`src/dpf_pkg.sv`:
```
// Shared constants and carrier types for the data port framer.
// Assumes one clock domain and a 32-bit classic Wishbone register slave.
package dpf_pkg;

	// ==================================================================
	// Data path shape
	localparam int unsigned DATA_BYTES   = 2;
	localparam int unsigned DATA_W       = DATA_BYTES * 8;
	localparam int unsigned EMPTY_W      = 1;
	localparam int unsigned MAX_PKT_LIM  = 256;
	localparam int unsigned MAX_PKT_MIN  = 2;
	localparam int unsigned MAX_PKT_DFLT = 32;

	// ==================================================================
	// Register map, byte addresses
	localparam logic [7:0] ADDR_CTRL   = 8'h00;
	localparam logic [7:0] ADDR_STATUS = 8'h04;
	localparam logic [7:0] ADDR_MASK   = 8'h08;
	localparam logic [7:0] ADDR_INFO   = 8'h0c;

	// ==================================================================
	// Field positions and reset values
	localparam int unsigned CTRL_LINK_EN   = 0;
	localparam int unsigned ST_PRIO_SENT   = 0;
	localparam int unsigned ST_REG_END     = 1;
	localparam int unsigned ST_OVERSIZE    = 5;
	localparam logic [5:0]  STATUS_USED    = 6'h23;
	localparam logic [0:0]  CTRL_RESET     = 1'h1;
	localparam logic [5:0]  MASK_RESET     = 6'h00;
	localparam int unsigned INFO_FULL_LSB  = 0;
	localparam int unsigned INFO_SEND_BIT  = 2;
	localparam int unsigned INFO_WRBUF_BIT = 3;
	localparam int unsigned INFO_RDBUF_BIT = 4;

	// ==================================================================
	// Carrier types
	typedef struct packed {
		logic               valid;
		logic               first;
		logic               last;
		logic [EMPTY_W-1:0] empty;
		logic [DATA_W-1:0]  data;
	} dpf_word_t;

	typedef struct packed {
		logic               valid;
		logic               prio;
		logic               first;
		logic               last;
		logic [EMPTY_W-1:0] empty;
		logic [DATA_W-1:0]  data;
	} dpf_link_t;

	typedef enum logic [0:0] {
		RD_IDLE = 1'b0,
		RD_SEND = 1'b1
	} dpf_rd_state_t;

endpackage : dpf_pkg

```
`src/dpf_buf_mem.sv`:
```
// Dual priority packet buffer storage, one write and one registered read port.
// Assumes the caller never reads and writes the same word in one cycle.
`timescale 1ns/1ns
`default_nettype none

module dpf_buf_mem #(
	parameter int unsigned WIDTH = 16,
	parameter int unsigned DEPTH = 32
) (
	input  wire logic                     clk_i,
	input  wire logic                     wr_en_i,
	input  wire logic [$clog2(DEPTH)-1:0] wr_addr_i,
	input  wire logic [WIDTH-1:0]         wr_data_i,
	input  wire logic                     rd_en_i,
	input  wire logic [$clog2(DEPTH)-1:0] rd_addr_i,
	output logic      [WIDTH-1:0]         rd_data_o
);

	logic [WIDTH-1:0] mem_q [DEPTH];

	// Storage has no reset; contents are only read after being written.
	always_ff @(posedge clk_i) begin
		if (wr_en_i) begin
			mem_q[wr_addr_i] <= wr_data_i;
		end
	end

	// Read data is registered so the read is a plain block RAM access.
	always_ff @(posedge clk_i) begin
		if (rd_en_i) begin
			rd_data_o <= mem_q[rd_addr_i];
		end
	end

endmodule : dpf_buf_mem
`default_nettype wire

```
`src/dpf_framer.sv`:
```
// Transmit framer joining a cut-through regular port and a store-and-forward
// priority port onto one link word stream, with oversize policing.
// Assumes feeding logic and the serializer share clk_i; the link takes
// one word every cycle in which link_o.valid is high.
`timescale 1ns/1ns
`default_nettype none

// Operation
// - In packet mode senders mark first word and last word of each packet.
// - Streaming mode drops first, last and empty sideband on the regular side only.
// - Regular streaming may be paused to slip priority packets onto the link.
// - Regular port accepts any packet length; logic does not depend on it.
// - Priority packets are at most 256 bytes, bounded by the buffers.
// - Maximum priority size is a build parameter, 2 to 256, default 32.
// - Each priority buffer holds the configured maximum size, rounded up to whole words.
// - Priority packets from one byte up to the maximum are forwarded.
// - With size testing, oversize packets are dropped and status bit 5 set.
// - Size testing defaults on and then needs maximum as bus width multiple.
// - With size testing, packets shorter than the maximum still pass.
// - Without size testing oversize packets pass truncated and raise no error.
// - A ready priority packet pre-empts regular traffic without losing regular data.
// - A priority packet is sent only once fully stored in a buffer.
module dpf_framer
	import dpf_pkg::*;
#(
	parameter int unsigned MAX_PKT_BYTES = MAX_PKT_DFLT,
	parameter bit          SIZE_TEST     = 1'b1,
	parameter bit          REG_STREAM    = 1'b0
) (
	input  wire logic        clk_i,
	input  wire logic        rst_i,
	input  wire dpf_word_t   reg_tx_i,
	output logic             reg_ready_o,
	input  wire dpf_word_t   prio_tx_i,
	output logic             prio_ready_o,
	output dpf_link_t        link_o,
	input  wire logic        wb_cyc_i,
	input  wire logic        wb_stb_i,
	input  wire logic        wb_we_i,
	input  wire logic [7:0]  wb_adr_i,
	input  wire logic [3:0]  wb_sel_i,
	input  wire logic [31:0] wb_dat_i,
	output logic      [31:0] wb_dat_o,
	output logic             wb_ack_o,
	output logic             irq_o
);

	// ==================================================================
	// Buffer geometry
	localparam int unsigned MAX_WORDS = (MAX_PKT_BYTES + DATA_BYTES - 1) / DATA_BYTES;
	localparam int unsigned DEPTH     = 2 * MAX_WORDS;
	localparam int unsigned AW        = $clog2(DEPTH);
	localparam int unsigned CW        = $clog2(MAX_WORDS + 1);
	localparam int unsigned MW        = 2 + EMPTY_W + DATA_W;
	localparam logic [CW-1:0] MAX_WORDS_C = CW'(MAX_WORDS);
	localparam logic [EMPTY_W-1:0] TRUNC_EMPTY =
		EMPTY_W'(MAX_WORDS * DATA_BYTES - MAX_PKT_BYTES);

	// Build-time checks on the size choice.
	generate
		if (MAX_PKT_BYTES < MAX_PKT_MIN || MAX_PKT_BYTES > MAX_PKT_LIM) begin : g_bad_range
			$error("Maximum priority packet size out of range.");
		end
		if (SIZE_TEST && (MAX_PKT_BYTES % DATA_BYTES) != 0) begin : g_bad_mult
			$error("Size testing needs a maximum that is a bus width multiple.");
		end
	endgenerate

	// Word address of a word inside one of the two buffers.
	function automatic logic [AW-1:0] buf_addr(input logic b, input logic [CW-1:0] idx);
		buf_addr = AW'((b ? MAX_WORDS : 0) + int'(idx));
	endfunction : buf_addr

	// ==================================================================
	// State declarations
	logic              link_en;
	logic [0:0]        ctrl_q;
	logic [5:0]        status_q, status_d, mask_q;
	logic [1:0]        full_q, full_d;
	logic [CW-1:0]     len_q [2];
	logic [EMPTY_W-1:0] lempty_q [2];
	logic              wr_buf_q, wr_buf_d;
	logic [CW-1:0]     wr_cnt_q;
	logic              wr_inpkt_q, wr_drop_q;
	logic              prio_take, wr_start, wr_fits, wr_en, wr_done, wr_bad;
	logic [CW-1:0]     wr_idx;
	dpf_rd_state_t     rd_state_q, rd_state_d;
	logic              rd_buf_q, rd_buf_d;
	logic [CW-1:0]     rd_cnt_q, rd_idx;
	logic              rd_issue, rd_final;
	logic              pend_q, pend_first_q, pend_last_q;
	logic [EMPTY_W-1:0] pend_empty_q;
	logic [DATA_W-1:0] mem_rd;
	logic              reg_take;
	logic              ev_prio, ev_reg, ev_over;

	assign link_en = ctrl_q[0];

	// ==================================================================
	// Priority write side: store each delimited packet into a free buffer.
	assign prio_take = prio_tx_i.valid && prio_ready_o;
	assign wr_start  = prio_take && prio_tx_i.first;
	assign wr_idx    = wr_start ? '0 : wr_cnt_q;
	assign wr_fits   = wr_idx < MAX_WORDS_C;
	assign wr_en     = prio_take && (wr_inpkt_q || wr_start) && wr_fits && !wr_bad;
	assign wr_bad    = SIZE_TEST && ((wr_drop_q && !wr_start) || !wr_fits);
	assign wr_done   = prio_take && (wr_inpkt_q || wr_start) && prio_tx_i.last;

	// Words outside a framed packet are ignored, as the port has no stream mode.
	always_ff @(posedge clk_i) begin
		if (rst_i) begin
			wr_cnt_q   <= '0;
			wr_inpkt_q <= 1'b0;
			wr_drop_q  <= 1'b0;
		end else if (prio_take && (wr_inpkt_q || wr_start)) begin
			wr_inpkt_q <= !prio_tx_i.last;
			wr_drop_q  <= wr_bad && !prio_tx_i.last;
			if (wr_fits) begin
				wr_cnt_q <= wr_idx + CW'(1);
			end
		end
	end

	// Length and trailing empty count of each finished packet.
	always_ff @(posedge clk_i) begin
		if (rst_i) begin
			len_q[0]    <= '0;
			len_q[1]    <= '0;
			lempty_q[0] <= '0;
			lempty_q[1] <= '0;
		end else if (wr_done && !wr_bad) begin
			len_q[wr_buf_q]    <= wr_fits ? wr_idx + CW'(1) : MAX_WORDS_C;
			lempty_q[wr_buf_q] <= wr_fits ? prio_tx_i.empty : TRUNC_EMPTY;
		end
	end

	// ==================================================================
	// Buffer ownership; a set by the writer and a clear by the reader
	// always touch different buffers, so neither can mask the other.
	always_comb begin
		full_d   = full_q;
		wr_buf_d = wr_buf_q;
		rd_buf_d = rd_buf_q;
		if (rd_final) begin
			full_d[rd_buf_q] = 1'b0;
			rd_buf_d         = !rd_buf_q;
		end
		if (wr_done && !wr_bad) begin
			full_d[wr_buf_q] = 1'b1;
			wr_buf_d         = !wr_buf_q;
		end
	end

	always_ff @(posedge clk_i) begin
		if (rst_i) begin
			full_q   <= '0;
			wr_buf_q <= 1'b0;
			rd_buf_q <= 1'b0;
		end else begin
			full_q   <= full_d;
			wr_buf_q <= wr_buf_d;
			rd_buf_q <= rd_buf_d;
		end
	end

	// ==================================================================
	// Priority read side: stream a full buffer onto the link.
	assign rd_issue = (rd_state_q == RD_SEND) ||
		(rd_state_q == RD_IDLE && full_q[rd_buf_q] && link_en);
	assign rd_idx   = (rd_state_q == RD_SEND) ? rd_cnt_q : '0;
	assign rd_final = rd_issue && (rd_idx + CW'(1) >= len_q[rd_buf_q]);

	always_comb begin
		rd_state_d = rd_state_q;
		case (rd_state_q)
			RD_IDLE: begin
				if (rd_issue && !rd_final) begin
					rd_state_d = RD_SEND;
				end
			end
			RD_SEND: begin
				if (rd_final) begin
					rd_state_d = RD_IDLE;
				end
			end
			default: rd_state_d = RD_IDLE;
		endcase
	end

	always_ff @(posedge clk_i) begin
		if (rst_i) begin
			rd_state_q <= RD_IDLE;
			rd_cnt_q   <= '0;
		end else begin
			rd_state_q <= rd_state_d;
			rd_cnt_q   <= rd_final ? '0 : (rd_issue ? rd_idx + CW'(1) : rd_cnt_q);
		end
	end

	// Framing of the word whose data the memory returns next cycle.
	always_ff @(posedge clk_i) begin
		if (rst_i) begin
			pend_q       <= 1'b0;
			pend_first_q <= 1'b0;
			pend_last_q  <= 1'b0;
			pend_empty_q <= '0;
		end else begin
			pend_q       <= rd_issue;
			pend_first_q <= rd_issue && (rd_idx == '0);
			pend_last_q  <= rd_final;
			pend_empty_q <= rd_final ? lempty_q[rd_buf_q] : '0;
		end
	end

	dpf_buf_mem #(
		.WIDTH (DATA_W),
		.DEPTH (DEPTH)
	) u_mem (
		.clk_i     (clk_i),
		.wr_en_i   (wr_en),
		.wr_addr_i (buf_addr(wr_buf_q, wr_idx)),
		.wr_data_i (prio_tx_i.data),
		.rd_en_i   (rd_issue),
		.rd_addr_i (buf_addr(rd_buf_q, rd_idx)),
		.rd_data_o (mem_rd)
	);

	// ==================================================================
	// Ready flags, computed from next state so they never lag a buffer swap.
	// Regular ready also stays low in the cycle after the final priority read, so a
	// regular word can never land on the same link slot as priority data.
	always_ff @(posedge clk_i) begin
		if (rst_i) begin
			prio_ready_o <= 1'b0;
			reg_ready_o  <= 1'b0;
		end else begin
			prio_ready_o <= !full_d[wr_buf_d];
			reg_ready_o  <= link_en && rd_state_d == RD_IDLE && !full_d[rd_buf_d] &&
				!rd_issue;
		end
	end

	// ==================================================================
	// Link word register; priority wins, regular data is held off by ready.
	assign reg_take = reg_tx_i.valid && reg_ready_o;

	always_ff @(posedge clk_i) begin
		if (rst_i) begin
			link_o <= '0;
		end else if (pend_q) begin
			link_o <= '{valid: 1'b1, prio: 1'b1, first: pend_first_q, last: pend_last_q,
				empty: pend_empty_q, data: mem_rd};
		end else if (reg_take) begin
			link_o.valid <= 1'b1;
			link_o.prio  <= 1'b0;
			link_o.first <= REG_STREAM ? 1'b0 : reg_tx_i.first;
			link_o.last  <= REG_STREAM ? 1'b0 : reg_tx_i.last;
			link_o.empty <= REG_STREAM ? '0 : reg_tx_i.empty;
			link_o.data  <= reg_tx_i.data;
		end else begin
			link_o <= '0;
		end
	end

	// ==================================================================
	// Events and sticky status; a new event beats a write-one clear.
	assign ev_prio = rd_final;
	assign ev_reg  = reg_take && !REG_STREAM && reg_tx_i.last;
	assign ev_over = wr_done && wr_bad;

	always_comb begin
		status_d = status_q;
		if (wb_cyc_i && wb_stb_i && wb_we_i && !wb_ack_o && wb_adr_i == ADDR_STATUS &&
			wb_sel_i[0]) begin
			status_d = status_q & ~(wb_dat_i[5:0] & STATUS_USED);
		end
		if (ev_prio) status_d[ST_PRIO_SENT] = 1'b1;
		if (ev_reg) status_d[ST_REG_END] = 1'b1;
		if (ev_over) status_d[ST_OVERSIZE] = 1'b1;
	end

	always_ff @(posedge clk_i) begin
		if (rst_i) begin
			status_q <= '0;
			irq_o    <= 1'b0;
		end else begin
			status_q <= status_d;
			irq_o    <= |(status_d & mask_q);
		end
	end

	// ==================================================================
	// Wishbone slave: one-cycle registered ack, unmapped reads give zero.
	always_ff @(posedge clk_i) begin
		if (rst_i) begin
			ctrl_q <= CTRL_RESET;
			mask_q <= MASK_RESET;
		end else if (wb_cyc_i && wb_stb_i && wb_we_i && !wb_ack_o && wb_sel_i[0]) begin
			if (wb_adr_i == ADDR_CTRL) begin
				ctrl_q[0] <= wb_dat_i[CTRL_LINK_EN];
			end else if (wb_adr_i == ADDR_MASK) begin
				mask_q <= wb_dat_i[5:0] & STATUS_USED;
			end
		end
	end

	always_ff @(posedge clk_i) begin
		if (rst_i) begin
			wb_ack_o <= 1'b0;
			wb_dat_o <= '0;
		end else begin
			wb_ack_o <= wb_cyc_i && wb_stb_i && !wb_ack_o;
			wb_dat_o <= '0;
			if (wb_cyc_i && wb_stb_i && !wb_we_i && !wb_ack_o) begin
				if (wb_adr_i == ADDR_CTRL) begin
					wb_dat_o <= {31'h0, ctrl_q};
				end else if (wb_adr_i == ADDR_STATUS) begin
					wb_dat_o <= {26'h0, status_q};
				end else if (wb_adr_i == ADDR_MASK) begin
					wb_dat_o <= {26'h0, mask_q};
				end else if (wb_adr_i == ADDR_INFO) begin
					wb_dat_o <= {27'h0, rd_buf_q, wr_buf_q, rd_state_q == RD_SEND, full_q};
				end
			end
		end
	end

endmodule : dpf_framer
`default_nettype wire

```
`config.mk`:
```
export PLATFORM = sky130hd
export DESIGN_NAME = dpf_framer
export DESIGN_NICKNAME = d
export VERILOG_FILES = /design/src/dpf_pkg.sv /design/src/dpf_buf_mem.sv /design/src/dpf_framer.sv
export SDC_FILE = /design/constraint.sdc
export NUM_CORES = 1
export LEC_CHECK = 0
export ABC_AREA = 1
export BUFFER_PORTS_ARGS = -buffer_cell sky130_fd_sc_hd__buf_2
export CORE_ASPECT_RATIO = 1.1
export CORE_MARGIN = 10
export CORE_UTILIZATION = 35
export DETAILED_ROUTE_END_ITERATION = 16
export PLACE_DENSITY = 0.53
export SYNTH_ARGS = -nofsm -noshare
export SYNTH_HDL_FRONTEND = slang
export SYNTH_SLANG_ARGS = --single-unit
```
`constraint.sdc`:
```
create_clock -name clk_i -period 2.8 [get_ports clk_i]
set_input_delay 0.28 -clock clk_i [delete_from_list [all_inputs] [get_ports clk_i]]
set_output_delay 0.28 -clock clk_i [all_outputs]
set_load 0.005 [all_outputs]
```
==> results.cfg <==
[clock_network]
path_clk_slew_ns = 0.06
cts_sinks = 599
cts.htree.levels = 2
clock-root-buffer = clkbuf_16
clock_latency_ns = 0.65
clock_path_buffers = 3
cts.repair.resized = 0
cts_tree = yes
cts_buffers = 60

[placed_design]
io_buffers = 87
pre_cts_ws_ns = 0.331
hpwl_um = 37400
routabilityCongestion = 0.811
placed_area_sq_um = 26100

[die]
coreArea_sq_um = 69400
io_pins = 146
initial_core_util_pct = 35.4
die_w_um = 273
dieArea_sq_um = 81200
die_h_um = 298
row_count = 101

[timing]
fin_ws_ns = 0.318
worst_slew_pin_slew_ns = 1.11
fin_worst_skew_ns = 0.0355
finalSetupTns_ns = 0
clock.fmax_ghz = 0.403
relSlewSlack_pct = 26.1
finalCriticalPeriod_ns = 2.48
slew_violations = 0
setup_viol = 0
hold_viol = 0
rsz0062_at_grt = false
fin_crit_sh_pct = 88.6

[flow_run]
max_cap_violations = 0

[worst_setup_path]
critPathLaunchType = flop
path_class = flop to flop
rr_startpoint = rd_state_q
rrSetupSlack_ns = 0.32
cp_max_fo = 17
end_kind = flop
startpoint = rd_state_q
rr_worst_depth = 17
cp.arrival_ns = 3.00
regToRegEndpoint = irq_o
cp_data_required_time_ns = 3.32

[layout]
fin_util_pct = 40.8
syn_to_final_growth_pct = 15.2
stdcell_area_sq_um = 28300
num-nets-final = 2284
final_layout_size_suffix_gt1_share_pct = 11.0

[logic_synthesis]
synth.avg_cell_area_sq_um = 11.9
ys_seq_area_share_pct = 70.8
synthTopCellsByArea = edfxtp_1 66%, o211ai_1 4.9%, dfxtp_1 4.8%, nor2_1 4.7%, nand2_1 4.3%
yosysWarnings = 0
yosysMostFrequentCell = edfxtp_1
synthCells = 2063
synthArstFlopShare_pct = 0
ys_types = 37
netlist_area_sq_um = 24600
synth_commonest_cells = 540 x edfxtp_1, 305 x nor2_1, 280 x nand2_1
synth.largest_area_cell = edfxtp_1
synth_top_area_share_pct = 66.0
synth_edf_count = 540
ys.flop_type = edfxtp_1
ys_ff_latch = 599

[detailed_routing]
routed_wl_um = 63800
drc_errors = 0
wl_per_cell_um = 20.2
drt-vias-per-instance = 5.03
drt_iter0_drc = 1229
dr.pass1.iters = 7
dr_total_vias = 15900
postRouteAntennaNets = 0

[global_route]
antenna_found_initial = 0
grt_first_pass_wirelength_um = 96100
grt_pass1_vias = 15600
grt_max_degree = 111
gr-total-overflow = 0
grt_usage_pct = 15.4

[min_path]
holdPathStages = 3
holdCritPathClass = input port to flop
hp-start = reg_tx_i[17]
holdPathEnd = link_o[17]

[outcome]
status = complete, no violations

[power]
ir_drop_mv = 0.520
power_density_nw_per_um2 = 644
p_leak_nw = 10.5
[worst max-delay path, cell delays in order (launching register included)]
cell and delay [ns]:
dfxtp_1 0.49, buf_4 0.22, nand2_8 0.13, inv_2 0.09
nor2_1 0.05, or2_1 0.25, inv_1 0.06, ha_1 0.21
nand2_1 0.07, nor2_1 0.04, nand2_1 0.05, nand3_1 0.14
nand2_1 0.21, nand2_1 0.09, nand2_1 0.08, nand3_1 0.08
nand2_1 0.06, inv_1 0.05
[through the flow]
step           total power, mW  hold slack (ns)  std cells
2_1_floorplan             10.3            0.379       2088
3_3_place_gp              10.6            0.432       3023
3_5_place_dp              10.6            0.434       3023
4_1_cts                   18.4           0.0278       3157
5_1_grt                   18.8           0.0846       3157
6_report                  18.2           0.0653       3158
[how the worst max path moves through the flow]
stage / slack (ns) / to
after floorplan: 0.54 / reg_ready_o
after global placement: 0.32 / reg_ready_o
after detailed placement: 0.33 / reg_ready_o
after CTS: 0.29 / irq_o
after global routing: 0.05 / reg_ready_o
final: 0.32 / irq_o
[area by class of cell]
class | instances | area [sq um]
repair buffers | 174 | 1330
clock inverters | 29 | 277
multi-input cells | 1191 | 5900
fillers | 6494 | 41100
inverters | 159 | 599
diodes | 1 | 2.50
clock buffers | 78 | 1640
flip-flops and latches | 599 | 17400
well taps | 927 | 1160
[power breakdown]
part	internal [mW]	total, mW	switching (mW)
sequential	9.82	9.85	0.0313
combinational	0.160	0.571	0.410
clock	4.48	7.82	3.34
[cell families (layout without fill, tap and decap cells)]
| group | count (synthesis) | count (layout) | synth area share, % |
|---|---|---|---|
| adder cells (fa/ha/maj) | 10 | 10 | 0.509 |
| flip-flops | 599 | 599 | 70.8 |
| multiplexers | 5 | 5 | 0.204 |
| XOR/XNOR | 5 | 5 | 0.239 |
| AND/OR/NAND/NOR | 803 | 803 | 13.6 |
| AO/OA/AOI/OAI | 342 | 342 | 9.00 |
| buffers and inverters | 298 | 440 | 5.65 |
| other | 1 | 27 | 0.0153 |
[routing by layer]
metal	GRT usage, %	wire length (um)	up-vias
met5	0	0	-
met2	25.2	29900	486
met4	4.09	1410	0
li1	-	-	7504
met3	2.63	4260	94
met1	20.8	28300	7809
[flip-flops by register name, summed over array words and instances, names as in the netlist, 2 cells and up]
register	flops
full_q	2
lempty_q	2
u_mem.rd_data_o	16
u_mem.mem_q	512
wr_cnt_q	5
link_o	21
len_q	10
status_q	3
wb_dat_o	6
rd_cnt_q	5
mask_q	3
[cells in the final DEF (no fill, tap or decap), types with 4 or more instances in the layout]
master | Yosys | routed
bufinv_16 | 0 | 4
edfxtp_1 | 540 | 540
o21ai_0 | 109 | 109
buf_4 | 35 | 46
ha_1 | 10 | 10
buf_12 | 0 | 14
conb_1 | 1 | 26
a21oi_1 | 22 | 22
clkinv_1 | 0 | 12
or2_1 | 12 | 12
nand3_1 | 184 | 184
dlygate4sd3_1 | 0 | 27
o21ai_1 | 29 | 29
a32o_1 | 18 | 18
inv_1 | 155 | 155
mux2i_1 | 5 | 5
clkbuf_16 | 0 | 61
nand2_2 | 4 | 5
nand2_1 | 280 | 279
buf_2 | 62 | 87
clkbuf_8 | 0 | 5
o211ai_1 | 160 | 160
nor2_1 | 305 | 305
clkinv_2 | 0 | 7
nor3_1 | 6 | 6
clkbuf_1 | 28 | 12
or2_0 | 5 | 5
dfxtp_1 | 59 | 59
[repair_timing]
| action | 4_1_cts | 5_1_grt |
|---|---|---|
| hold endpoints to repair | 30 | 0 |
| setup buffers | 0 | 0 |
| hold buffers | 27 | 0 |
Note: power is estimated with default switching activity, not from simulation.
